`src/verilog/disp_cfg.svh`:
```
// How it works
// - Normal state rotates pair every period, default 5s.
// - Billing values upper line, informative values lower.
// - Upper list: mains energy, impedance, device energy.
// - Normal lower list: nine informative items in order.
// - Charging lower list: eight informative items in order.
// - Charging rotates the same way, default 5s.
// - Charging state shows the charging label.
// - Upper short press steps both lines forward.
// - Lower short press steps both lines back.
// - Normal: upper long press enters self-test.
// - Normal: lower long press enters logbook viewer.
// - Any button action lights backlight for hold time.
// - Charge start in normal enters charging state.
// - Fatal error wins, enters fatal-error state.
// - Otherwise normal state is kept indefinitely.
// - Logbook full: show message, refuse charge start.
// - Identification items unavailable until first charge.
// - Informative registers writable, billing registers refuse writes.
// - Charge stop in charging enters summary state.
// - Long presses ignored in charging state.
`ifndef DISP_CFG_SVH
`define DISP_CFG_SVH

`define CLK_PERIOD_NS 100
`define SEC_NS 1000000000
`define SEC_CYCLES (`SEC_NS / `CLK_PERIOD_NS)
`define LONG_PRESS_MS 1000
`define LONG_CYCLES (`LONG_PRESS_MS * 1000000 / `CLK_PERIOD_NS)

`define ROT_SEC_DEF 8'h05
`define BL_SEC_DEF 8'h05

`define OFS_CTRL 12'h000
`define OFS_STATUS 12'h004
`define OFS_BILL0 12'h010
`define OFS_BILL1 12'h014
`define OFS_BILL2 12'h018
`define INFO_PAGE 6'h01

`define CTRL_ROT 7:0
`define CTRL_BL 15:8
`define ST_UPIDX 1:0
`define ST_LOIDX 7:4
`define ST_STATE 13:8
`define ST_FULL 16
`define ST_IDVALID 17
`define ST_REJECT 18
`define ST_BACKLIGHT 19

`define UP_LAST 2'h2
`define LO_LAST_NORM 4'h8
`define LO_LAST_CHG 4'h7

`endif

```
`src/verilog/disp_pkg.sv`:
```
`default_nettype none
package disp_pkg;
	typedef enum logic [5:0] {
		ST_NORMAL = 6'h01,
		ST_CHARGING = 6'h02,
		ST_SELFTEST = 6'h04,
		ST_LOGBOOK = 6'h08,
		ST_SUMMARY = 6'h10,
		ST_FATAL = 6'h20
	} disp_state_t;

	typedef enum logic [1:0] {
		UP_MAINS_EN = 2'h0,
		UP_LOSS_IMP = 2'h1,
		UP_TX_DEV_EN = 2'h2
	} upper_item_t;

	typedef enum logic [3:0] {
		LO_VOLT = 4'h0,
		LO_CURR = 4'h1,
		LO_MAINS_PWR = 4'h2,
		LO_DEV_PWR = 4'h3,
		LO_TIME = 4'h4,
		LO_DATE = 4'h5,
		LO_LOSS_EN = 4'h6,
		LO_DEV_EN = 4'h7,
		LO_PUBKEY = 4'h8,
		LO_TX_MAINS_EN = 4'h9,
		LO_TX_LOSS_EN = 4'hA,
		LO_LOSS_PWR = 4'hB,
		LO_TX_DUR = 4'hC
	} lower_item_t;
endpackage
`default_nettype wire

```
`src/verilog/disp_ctrl.sv`:
```
// The AHB-Lite register port and the placing of the registers were left to the implementer.
`include "disp_cfg.svh"
`default_nettype none
module disp_ctrl import disp_pkg::*; #(
	parameter int unsigned SEC_CYC = `SEC_CYCLES,
	parameter int unsigned LONG_CYC = `LONG_CYCLES
) (
	input wire logic CLK,
	input wire logic ARST_N,
	input wire logic HSEL,
	input wire logic [31:0] HADDR,
	input wire logic [1:0] HTRANS,
	input wire logic HWRITE,
	input wire logic [2:0] HSIZE,
	input wire logic [31:0] HWDATA,
	input wire logic HREADY,
	output logic HREADYOUT,
	output logic [31:0] HRDATA,
	output logic HRESP,
	input wire logic BTN_UPPER_N,
	input wire logic BTN_LOWER_N,
	input wire logic CHARGE_ACTIVE,
	input wire logic FATAL_ERR,
	input wire logic LOGBOOK_FULL,
	input wire logic RETURN_NORMAL,
	input wire logic [31:0] BILL_MAINS_EN,
	input wire logic [31:0] BILL_LOSS_IMP,
	input wire logic [31:0] BILL_TX_DEV_EN,
	output logic [5:0] STATE,
	output logic [1:0] UPPER_ITEM,
	output logic [3:0] LOWER_ITEM,
	output logic [31:0] UPPER_VAL,
	output logic [31:0] LOWER_VAL,
	output logic CHARGING_LABEL,
	output logic LOGBOOK_MSG,
	output logic CHARGE_ALLOWED,
	output logic ID_VALID,
	output logic BACKLIGHT
);
	localparam logic [23:0] SEC_LAST = 24'(SEC_CYC - 1);
	localparam logic [29:0] LONG_LAST = 30'(LONG_CYC - 1);

	logic rst1_r, rst_n;
	always_ff @(posedge CLK or negedge ARST_N) begin
		if (!ARST_N) begin
			rst1_r <= 1'b0;
			rst_n <= 1'b0;
		end else begin
			rst1_r <= 1'b1;
			rst_n <= rst1_r;
		end
	end

	// Bits: 0 upper, 1 lower, 2 charge, 3 fatal, 4 full, 5 return.
	logic [5:0] pins, s1_r, s2_r, s3_r;
	assign pins = {RETURN_NORMAL, LOGBOOK_FULL, FATAL_ERR, CHARGE_ACTIVE,
		~BTN_LOWER_N, ~BTN_UPPER_N};
	always_ff @(posedge CLK or negedge rst_n) begin
		if (!rst_n) begin
			s1_r <= '0;
			s2_r <= '0;
			s3_r <= '0;
		end else begin
			s1_r <= pins;
			s2_r <= s1_r;
			s3_r <= s2_r;
		end
	end

	logic ev_start, ev_stop, fatal, full, ev_ret;
	assign ev_start = s2_r[2] & ~s3_r[2];
	assign ev_stop = ~s2_r[2] & s3_r[2];
	assign fatal = s2_r[3];
	assign full = s2_r[4];
	assign ev_ret = s2_r[5] & ~s3_r[5];

	// A long press fires while still held so the user sees the change
	// without releasing; the release after it then produces nothing.
	logic [1:0] short_ev, long_ev;
	genvar b;
	generate
		for (b = 0; b < 2; b++) begin : g_btn
			logic [29:0] hold_r;
			logic long_done_r;
			always_ff @(posedge CLK or negedge rst_n) begin
				if (!rst_n) begin
					hold_r <= '0;
					long_done_r <= 1'b0;
				end else if (!s2_r[b]) begin
					hold_r <= '0;
					long_done_r <= 1'b0;
				end else if (!long_done_r) begin
					if (hold_r == LONG_LAST) begin
						long_done_r <= 1'b1;
					end else begin
						hold_r <= hold_r + 30'h0000_0001;
					end
				end
			end
			assign short_ev[b] = s3_r[b] & ~s2_r[b] & ~long_done_r;
			assign long_ev[b] = s2_r[b] & ~long_done_r & (hold_r == LONG_LAST);
		end
	endgenerate

	logic [23:0] sec_cnt_r;
	logic tick;
	assign tick = (sec_cnt_r == SEC_LAST);
	always_ff @(posedge CLK or negedge rst_n) begin
		if (!rst_n) begin
			sec_cnt_r <= '0;
		end else if (tick) begin
			sec_cnt_r <= '0;
		end else begin
			sec_cnt_r <= sec_cnt_r + 24'h00_0001;
		end
	end

	disp_state_t st_r, st_nxt;
	always_comb begin
		st_nxt = st_r;
		case (st_r)
			ST_NORMAL: begin
				if (fatal) begin
					st_nxt = ST_FATAL;
				end else if (ev_start && !full) begin
					st_nxt = ST_CHARGING;
				end else if (long_ev[0]) begin
					st_nxt = ST_SELFTEST;
				end else if (long_ev[1]) begin
					st_nxt = ST_LOGBOOK;
				end else begin
					st_nxt = ST_NORMAL;
				end
			end
			ST_CHARGING: begin
				if (fatal) begin
					st_nxt = ST_FATAL;
				end else if (ev_stop) begin
					st_nxt = ST_SUMMARY;
				end else begin
					st_nxt = ST_CHARGING;
				end
			end
			ST_SELFTEST, ST_LOGBOOK, ST_SUMMARY: begin
				if (fatal) begin
					st_nxt = ST_FATAL;
				end else if (ev_ret) begin
					st_nxt = ST_NORMAL;
				end
			end
			ST_FATAL: st_nxt = ST_FATAL;
			default: st_nxt = ST_NORMAL;
		endcase
	end
	always_ff @(posedge CLK or negedge rst_n) begin
		if (!rst_n) begin
			st_r <= ST_NORMAL;
		end else begin
			st_r <= st_nxt;
		end
	end

	logic [31:0] ctrl_r;
	logic [7:0] rot_sec;
	assign rot_sec = ctrl_r[`CTRL_ROT];

	logic rotating, chg, rot_due, step_fwd, step_back;
	logic [7:0] rot_cnt_r;
	logic [1:0] up_idx_r;
	logic [3:0] lo_idx_r, lo_last;
	assign rotating = (st_r == ST_NORMAL) || (st_r == ST_CHARGING);
	assign chg = (st_r == ST_CHARGING);
	assign lo_last = chg ? `LO_LAST_CHG : `LO_LAST_NORM;
	// A period of zero behaves as one second rather than stalling.
	assign rot_due = tick && (rot_cnt_r + 8'h01 >= rot_sec);
	assign step_fwd = rotating && (short_ev[0] || rot_due);
	assign step_back = rotating && short_ev[1] && !short_ev[0];

	always_ff @(posedge CLK or negedge rst_n) begin
		if (!rst_n) begin
			rot_cnt_r <= '0;
		end else if (st_nxt != st_r || short_ev != 2'h0 || rot_due) begin
			rot_cnt_r <= '0;
		end else if (tick) begin
			rot_cnt_r <= rot_cnt_r + 8'h01;
		end
	end

	always_ff @(posedge CLK or negedge rst_n) begin
		if (!rst_n) begin
			up_idx_r <= '0;
			lo_idx_r <= '0;
		end else if (st_nxt != st_r) begin
			up_idx_r <= '0;
			lo_idx_r <= '0;
		end else if (step_fwd) begin
			up_idx_r <= (up_idx_r == `UP_LAST) ? 2'h0 : up_idx_r + 2'h1;
			lo_idx_r <= (lo_idx_r == lo_last) ? 4'h0 : lo_idx_r + 4'h1;
		end else if (step_back) begin
			up_idx_r <= (up_idx_r == 2'h0) ? `UP_LAST : up_idx_r - 2'h1;
			lo_idx_r <= (lo_idx_r == 4'h0) ? lo_last : lo_idx_r - 4'h1;
		end
	end

	function automatic lower_item_t lower_code(input logic c,
		input logic [3:0] i);
		lower_item_t r;
		r = LO_PUBKEY;
		if (c) begin
			case (i)
				4'h0: r = LO_PUBKEY;
				4'h1: r = LO_TX_MAINS_EN;
				4'h2: r = LO_TX_LOSS_EN;
				4'h3: r = LO_DEV_PWR;
				4'h4: r = LO_LOSS_PWR;
				4'h5: r = LO_MAINS_PWR;
				4'h6: r = LO_TIME;
				4'h7: r = LO_TX_DUR;
				default: r = LO_PUBKEY;
			endcase
		end else begin
			case (i)
				4'h0: r = LO_VOLT;
				4'h1: r = LO_CURR;
				4'h2: r = LO_MAINS_PWR;
				4'h3: r = LO_DEV_PWR;
				4'h4: r = LO_TIME;
				4'h5: r = LO_DATE;
				4'h6: r = LO_LOSS_EN;
				4'h7: r = LO_DEV_EN;
				default: r = LO_PUBKEY;
			endcase
		end
		return r;
	endfunction

	logic [31:0] info_r [16];
	logic [31:0] bill [3];
	assign bill[0] = BILL_MAINS_EN;
	assign bill[1] = BILL_LOSS_IMP;
	assign bill[2] = BILL_TX_DEV_EN;
	lower_item_t lo_code;
	assign lo_code = lower_code(chg, lo_idx_r);

	always_ff @(posedge CLK or negedge rst_n) begin
		if (!rst_n) begin
			UPPER_ITEM <= '0;
			LOWER_ITEM <= '0;
			UPPER_VAL <= '0;
			LOWER_VAL <= '0;
		end else begin
			UPPER_ITEM <= up_idx_r;
			LOWER_ITEM <= lo_code;
			UPPER_VAL <= (up_idx_r == `UP_LAST) ? bill[2] : bill[up_idx_r];
			LOWER_VAL <= info_r[lo_code];
		end
	end

	logic id_r;
	always_ff @(posedge CLK or negedge rst_n) begin
		if (!rst_n) begin
			STATE <= ST_NORMAL;
			CHARGING_LABEL <= 1'b0;
			LOGBOOK_MSG <= 1'b0;
			CHARGE_ALLOWED <= 1'b0;
			id_r <= 1'b0;
			ID_VALID <= 1'b0;
		end else begin
			STATE <= st_nxt;
			CHARGING_LABEL <= (st_nxt == ST_CHARGING);
			LOGBOOK_MSG <= full;
			CHARGE_ALLOWED <= !full && !fatal;
			if (st_nxt == ST_CHARGING) begin
				id_r <= 1'b1;
			end
			ID_VALID <= id_r || (st_nxt == ST_CHARGING);
		end
	end

	logic [7:0] bl_cnt_r;
	logic btn_any;
	assign btn_any = (short_ev != 2'h0) || (long_ev != 2'h0);
	always_ff @(posedge CLK or negedge rst_n) begin
		if (!rst_n) begin
			bl_cnt_r <= '0;
			BACKLIGHT <= 1'b0;
		end else if (btn_any) begin
			bl_cnt_r <= ctrl_r[`CTRL_BL];
			BACKLIGHT <= (ctrl_r[`CTRL_BL] != 8'h00);
		end else if (tick && bl_cnt_r != 8'h00) begin
			bl_cnt_r <= bl_cnt_r - 8'h01;
			BACKLIGHT <= (bl_cnt_r != 8'h01);
		end
	end

	// Zero-wait slave: read data is registered in the address phase, so a
	// read issued right behind a write to the same word sees the old value.
	logic addr_ok, wr_pend_r, reject_r, rej_set, rej_clr;
	logic [11:0] wr_addr_r, ra;
	logic [31:0] status;
	assign addr_ok = HSEL && HTRANS[1] && HREADY;
	assign ra = HADDR[11:0];
	assign status = {12'h000, BACKLIGHT, reject_r, ID_VALID, full, 2'h0,
		st_r, lo_idx_r, 2'h0, up_idx_r};

	always_ff @(posedge CLK or negedge rst_n) begin
		if (!rst_n) begin
			wr_pend_r <= 1'b0;
			wr_addr_r <= '0;
			HRDATA <= 32'h0000_0000;
			HREADYOUT <= 1'b0;
			HRESP <= 1'b0;
		end else begin
			HREADYOUT <= 1'b1;
			HRESP <= 1'b0;
			wr_pend_r <= addr_ok && HWRITE;
			wr_addr_r <= ra;
			HRDATA <= 32'h0000_0000;
			if (addr_ok && !HWRITE) begin
				if (ra == `OFS_CTRL) begin
					HRDATA <= ctrl_r;
				end else if (ra == `OFS_STATUS) begin
					HRDATA <= status;
				end else if (ra == `OFS_BILL0) begin
					HRDATA <= bill[0];
				end else if (ra == `OFS_BILL1) begin
					HRDATA <= bill[1];
				end else if (ra == `OFS_BILL2) begin
					HRDATA <= bill[2];
				end else if (ra[11:6] == `INFO_PAGE) begin
					HRDATA <= info_r[ra[5:2]];
				end
			end
		end
	end

	assign rej_set = wr_pend_r && (wr_addr_r == `OFS_BILL0 ||
		wr_addr_r == `OFS_BILL1 || wr_addr_r == `OFS_BILL2);
	assign rej_clr = wr_pend_r && (wr_addr_r == `OFS_STATUS) &&
		HWDATA[`ST_REJECT];
	always_ff @(posedge CLK or negedge rst_n) begin
		if (!rst_n) begin
			ctrl_r <= {16'h0000, `BL_SEC_DEF, `ROT_SEC_DEF};
			reject_r <= 1'b0;
		end else begin
			if (wr_pend_r && wr_addr_r == `OFS_CTRL) begin
				ctrl_r <= {16'h0000, HWDATA[15:0]};
			end
			if (rej_set) begin
				reject_r <= 1'b1;
			end else if (rej_clr) begin
				reject_r <= 1'b0;
			end
		end
	end

	always_ff @(posedge CLK or negedge rst_n) begin
		if (!rst_n) begin
			for (int i = 0; i < 16; i++) begin
				info_r[i] <= 32'h0000_0000;
			end
		end else if (wr_pend_r && wr_addr_r[11:6] == `INFO_PAGE) begin
			info_r[wr_addr_r[5:2]] <= HWDATA;
		end
	end
endmodule // disp_ctrl
`default_nettype wire

```
`config.mk`:
```
export PLATFORM = sky130hd
export DESIGN_NAME = disp_ctrl
export DESIGN_NICKNAME = d
export VERILOG_FILES = /design/src/verilog/disp_pkg.sv /design/src/verilog/disp_ctrl.sv
export VERILOG_INCLUDE_DIRS = /design/src /design/src/verilog
export SDC_FILE = /design/constraint.sdc
export NUM_CORES = 2
export LEC_CHECK = 0
export ABC_CLOCK_PERIOD_IN_PS = 23000
export BUFFER_PORTS_ARGS = -buffer_cell sky130_fd_sc_hd__buf_4
export CORE_MARGIN = 5
export CORE_UTILIZATION = 55
export CTS_CLUSTER_DIAMETER = 80
export CTS_CLUSTER_SIZE = 14
export DETAILED_ROUTE_END_ITERATION = 10
export GPL_TIMING_DRIVEN = 0
export PLACE_DENSITY = 0.79
export SLEW_MARGIN = 40
export SYNTH_ARGS = -nofsm -noshare
export SYNTH_HDL_FRONTEND = slang
export SYNTH_SLANG_ARGS = --single-unit
export TNS_END_PERCENT = 10
```
`constraint.sdc`:
```
create_clock -name CLK -period 23 [get_ports CLK]
set_input_delay 1.15 -clock CLK [delete_from_list [all_inputs] [get_ports CLK]]
set_output_delay 1.15 -clock CLK [all_outputs]
set_load 0.02 [all_outputs]
```
; Word-level counts from Yosys, hierarchy flattened
; Memory sizes are Yosys's and may differ from the RTL's.
; Index checks and enable logic that the tools add are counted.
; W data, S select, Z words.
[word_totals]
ff_bits = 785
latchBits = 0
ram_bits = 0
romBits = 56
inputBits = 176
elab_cells = 224
n_memories = 2
[mem_list]
columns = name, depth, width, rd, rd_clocked_by_memory_dff, write_ports, line
row1 = (name not given), 8, 4, 1, 0, 0, disp_ctrl.sv:210  ; case (i)
row2 = (name not given), 8, 3, 1, 0, 0, disp_ctrl.sv:222  ; case (i)
[op_classes]
add_sub_neg = 9
multipliers = 0
n_div = 0
magnitude_cmp = 6
eq_ne = 28
n_shift = 0
n_mux = 64
n_bitwise = 24
reduce_logical = 44
[ops]
columns = cell, count
row1 = $bwmux W512, 1
row2 = $mux W32, 15
row3 = $bmux W32 S4, 2
row4 = $mux W30, 6
row5 = $demux W32 S4, 1
row6 = $eq A12 B5 Y1 const B, 6
row7 = $bmux W32 S2, 1
row8 = $add A30 B1 Y30 const B, 2
row9 = $eq A30 B24 Y1 const B, 2
row10 = $mux W4, 12
row11 = $mux W8, 4
row12 = $add A24 B1 Y24 const B, 1
row13 = $eq A12 B3 Y1 const B, 2
row14 = $eq A24 B24 Y1 const B, 1
row15 = $logic_not A12 Y1, 2
row16 = $mux W24, 1
row17 = $mux W6, 4
row18 = $pmux W6 S4, 1
row19 = $eq A6 B1 Y1 const B, 3
row20 = $logic_and A1 B1 Y1, 17
row21 = $reduce_bool A8 Y1, 2
row22 = $ge A5 B5 Y1 const B, 3
row23 = $not A4 Y5, 3
row24 = $eq A6 B2 Y1 const B, 2
row25 = other kinds (32), 81

; Depth between registers and ports, before layout
[logic_depth]
depth_word = 12
depth_mapped = 12
ltp_nobuf = 11

; Least setup slack after synthesis
; OpenSTA, ideal clock, no wires.
[synth_path]
kind = input to register
from = in HADDR[2]
to = reg HRDATA[16]
setup_ns = 0.139
t_arrival_ns = 3.087
required_ns = 22.861
setup_slack_ns = 19.774
cell_stages = 6
path_buffers = 2
cell_sequence = clkbuf_1 buf_1 mux4_2 mux4_2 nand2_1 a31oi_1
[synth_between]
elab_chain_len = 11
[synth_lines]
columns = element, line
row1 = "start, declared", disp_ctrl.sv:11  ; input wire logic [31:0] HADDR,
row2 = $not A4 Y5 (implied by the code), disp_ctrl.sv:331  ; HRDATA <= info_r[ra[5:2]];
row3 = $bmux W32 S4, disp_ctrl.sv:331
row4 = $mux W32 (implied by the code) (2 in a row), disp_ctrl.sv:331
row5 = $mux W32, disp_ctrl.sv:330  ; end else if (ra[11:6] == `INFO_PAGE) begin
row6 = $mux W32, disp_ctrl.sv:328  ; end else if (ra == `OFS_BILL2) begin
row7 = $mux W32, disp_ctrl.sv:326  ; end else if (ra == `OFS_BILL1) begin
row8 = $mux W32, disp_ctrl.sv:324  ; end else if (ra == `OFS_BILL0) begin
row9 = $mux W32, disp_ctrl.sv:322  ; end else if (ra == `OFS_STATUS) begin
row10 = $mux W32 *, disp_ctrl.sv:320  ; if (ra == `OFS_CTRL) begin
row11 = $mux W32 *, disp_ctrl.sv:319  ; if (addr_ok && !HWRITE) begin
row12 = "end signal, assigned", disp_ctrl.sv:321  ; HRDATA <= ctrl_r;
row13 = "end signal, assigned", disp_ctrl.sv:323  ; HRDATA <= status;
row14 = "end signal, assigned", disp_ctrl.sv:325  ; HRDATA <= bill[0];
row15 = "end, declared", disp_ctrl.sv:18  ; output logic [31:0] HRDATA,
; Every way passes the cells marked *; elsewhere a longest branch is shown, timed or not. The select of a mux whose other input is x is not followed.
; A chain may end at the register's enable or synchronous reset.

==> run_results.csv <==
group,metric,value,unit
run_status,outcome,"finished clean",
final_layout,layout-drive-gt1-share,34.2,%
timing,timing.setup.tns,0,ps
place,hpwl,90200,µm
final_layout,fillers,5466,
timing,finalCriticalPeriod,3970,ps
clock_network,ctsHoldBuffers,0,
timing,tightestPinTransition,971,ps
clock_network,root_buffer,"clkbuf_16",
logic_synthesis,synthAdderAreaFrac,0.787,%
logic_synthesis,synth_top_family_by_area,"multiplexers",
timing,fin_skew,37.5,ps
place,place_congestion,0.954,
pwr,switching_power,990,µW
setup_path,reg2reg_from,"STATE[1]",
logic_synthesis,yosysWarnings,0,
floorplan,rows,98,
final_layout,nNetsFinal,3749,
detailed_routing,vias,30400,
global_route,grt_max_degree,44,
place,place_inst,4427,
global_route,gr-total-overflow,0,
flow_run,cap_violations,0,
logic_synthesis,synthCells,3187,
detailed_routing,drtAntennaViolNets,0,
floorplan,die_x,279,µm
pwr,p_int,2.22,mW
pwr,p_comb_share,20.2,%
timing,relSlewSlack,35.3,%
clock_network,ctsResizeCount,0,
place,dpl-instance-area,43400,µm²
min_path,hp-class,"register to asynchronous set/reset pin",
logic_synthesis,synthesis.area,39700,µm²
global_route,grt_pass1_wl,191000,µm
clock_network,cts_buffers,68,
logic_synthesis,synth-seq-cells,783,
setup_path,reg2reg_to,"LOWER_VAL[1]",
final_layout,syn_to_final_growth,14.3,%
clock_network,cts_buffer_depth,3,
logic_synthesis,synth.area.mux_share,27.4,%
global_route,grt_pass1_vias,30700,
setup_path,crit_type,"register to register",
logic_synthesis,yosysSeqAreaShare,49.3,%
logic_synthesis,synth_compound_area_share,8.07,%
setup_path,end_kind,"register",
place,port_buffers,265,
clock_network,clkTransAtPathRegs,60,ps
timing,holdWs,267,ps
detailed_routing,drcViolationCount,0,
timing,drv_slew,0,
logic_synthesis,synth-edff-count,0,
setup_path,reg2reg_depth,10,
pwr,power_density,70.8,nW/µm²
pwr,p_seq_share,45.8,%
timing,fmax,0.252,GHz
setup_path,ff2ff_setup_slack,19030,ps
detailed_routing,routed_via_density,6.72,
clock_network,tritoncts,"done",
timing,period_share,17.3,%
floorplan,start_util,55.5,%
logic_synthesis,synth_cell_types,81,
clock_network,clock-sinks,783,
clock_network,insertion_delay,640,ps
clock_network,post_cts_buffers,0,
logic_synthesis,synthSimpleGateAreaFrac,9.44,%
pwr,switching_share,30.8,%
global_route,grt_antenna_before_repair,9,
logic_synthesis,synth.avg_cell_area,12.5,µm²
detailed_routing,drt-initial-drc-count,3513,
timing,hold_viol_final,0,
clock_network,cts-htree-levels,3,
timing,finalSetupViolations,0,
timing,rsz0062_at_grt,"false",
setup_path,crit_path_start_kind,"register",
setup_path,cp_max_fo,10,
setup_path,worstPathRequired,23510,ps
setup_path,crit_arrival,4480,ps
pwr,ir_worst_vdd,0.0000613,V
floorplan,io_pins,291,
logic_synthesis,yosys.area_share.xor_xnor,1.98,%
detailed_routing,dr.pass1.iters,8,
pwr,clkPwrFrac,34.1,%
final_layout,fin_cells,4522,
detailed_routing,post_drt_wl_per_cell,28.0,µm
logic_synthesis,ys_async_sr_fraction,100,%
final_layout,design_area,45400,µm²
logic_synthesis,synthFlopType,"dfrtp_1",
global_route,grt_usage,32.0,%
pwr,finalPower,3.21,mW
floorplan,core,71600,µm²
floorplan,die_y,279,µm
detailed_routing,wirelength,127000,µm
floorplan,dieArea,77700,µm²
pwr,p_leak,19.9,nW
-- cell type report --
| class | count | area [µm²] | share of cell area (%) |
|---|---|---|---|
| flip-flops and latches | 783 | 19600 | 43.2 |
| multi-input cells | 2124 | 19000 | 41.8 |
| repair buffers | 290 | 2440 | 5.37 |
| clock buffers | 80 | 1790 | 3.94 |
| well taps | 950 | 1190 | 2.62 |
| plain buffers | 250 | 1120 | 2.48 |
| clock inverters | 10 | 136 | 0.300 |
| inverters | 31 | 116 | 0.256 |
| diodes | 4 | 10.0 | 0.0221 |
-- worst max-delay path by stage --
| stage | from | end | slack, ps | cells after the start |
|---|---|---|---|---|
| 6_report | STATE[1] | LOWER_VAL[1] | 19030 | 10 |
| 5_1_grt | STATE[1] | LOWER_VAL[1] | 18920 | 10 |
| 3_5_place_dp | HADDR[2] | HRDATA[19] | 18980 | 7 |
| 3_3_place_gp | rst_n | UPPER_VAL[12] | 5420 | 0 |
| 4_1_cts | STATE[3] | LOWER_VAL[1] | 19100 | 9 |
| 2_1_floorplan | rst_n | BACKLIGHT | 10290 | 0 |
-- logic make-up after synthesis --
group,count (synthesis)
muxes,822
DFF,783
and+or+nand+nor,746
AOI/OAI and AO/OA,438
buffers and inverters,281
xor gates and xnor gates,90
adders and majority gates,25
other,2
-- per-layer routing --
layer  up-vias  global-route usage (%)  share of wire [%]
met2      1938                    48.8                 45
met5         -                       0              0.034
met4         6                    14.8                5.2
met1     15400                    41.8                 37
met3       421                    10.8                 13
li1      12600                       -                  -
-- cells in the mapped netlist (all sizes together), types with 14 or more instances --
cell,count,area (µm²)
xnor2,45,394
a32oi,128,1120
a222oi,17,170
mux2i,134,1340
a221oi,14,129
nand3,42,210
and4,48,420
dfrtp,778,19500
a21oi,54,293
a22oi,65,488
nor3,24,130
mux4,160,3600
a31oi,21,146
nand2,357,1340
buf,92,447
inv,30,113
o21ai,97,493
and2,28,175
nor2,112,435
clkbuf,158,608
mux2,528,5950
xor2,45,394
nand4,15,93.8
and3,24,150
ha,25,313
nor4,19,204
-- per-stage QoR --
stage	setup slack, ps	util (%)
floorplan	10290	-
global placement	5420	59.9
detailed placement	18980	60.6
CTS	19100	63.3
global route	18920	63.4
finish	19030	63.4
-- worst max-delay path, stage by stage (launching register included) --
cell and delay, ps:
dfrtp_1 350, clkbuf_1 360, nor2b_1 540, and2_1 280, a21oi_1 100, o21ai_2 340, buf_2 320, clkbuf_1 720
nand2_1 130, a32oi_1 320, and4_1 400
-- cells in the final DEF (no fill, tap or decap), types with 48 or more instances in the layout --
cell         n
clkbuf_1   123
mux4_2     160
mux2_2     528
dfrtp_1    777
a32oi_1    128
buf_2       64
mux2i_1    134
buf_4      275
a21oi_1     52
a22oi_1     65
and4_1      48
nor2_1     109
clkbuf_16   70
o21ai_0     89
nand2_1    356
-- power by group through the flow --
stage          Sequential [mW]  Clock, mW  Combinational [mW]
6_report                  1.47       1.10               0.649
4_1_cts                   1.47       1.10               0.636
2_1_floorplan             1.57          0               0.269
5_1_grt                   1.48       1.15               0.679
3_5_place_dp              1.50          0               0.632
3_3_place_gp              1.52          0               0.590
-- registers in the layout, summed over array words and instances (netlist names), 2 cells and up --
register,flops
UPPER_VAL,32
g_btn.long_done_r,2
rot_cnt_r,8
LOWER_VAL,32
UPPER_ITEM,2
LOWER_ITEM,4
s2_r,6
s1_r,6
up_idx_r,2
sec_cnt_r,24
wr_addr_r,12
g_btn.hold_r,60
lo_idx_r,4
info_r,512
STATE,6
ctrl_r,16
HRDATA,32
bl_cnt_r,8
s3_r,5
No activity file was read; power rests on OpenSTA's default activity.
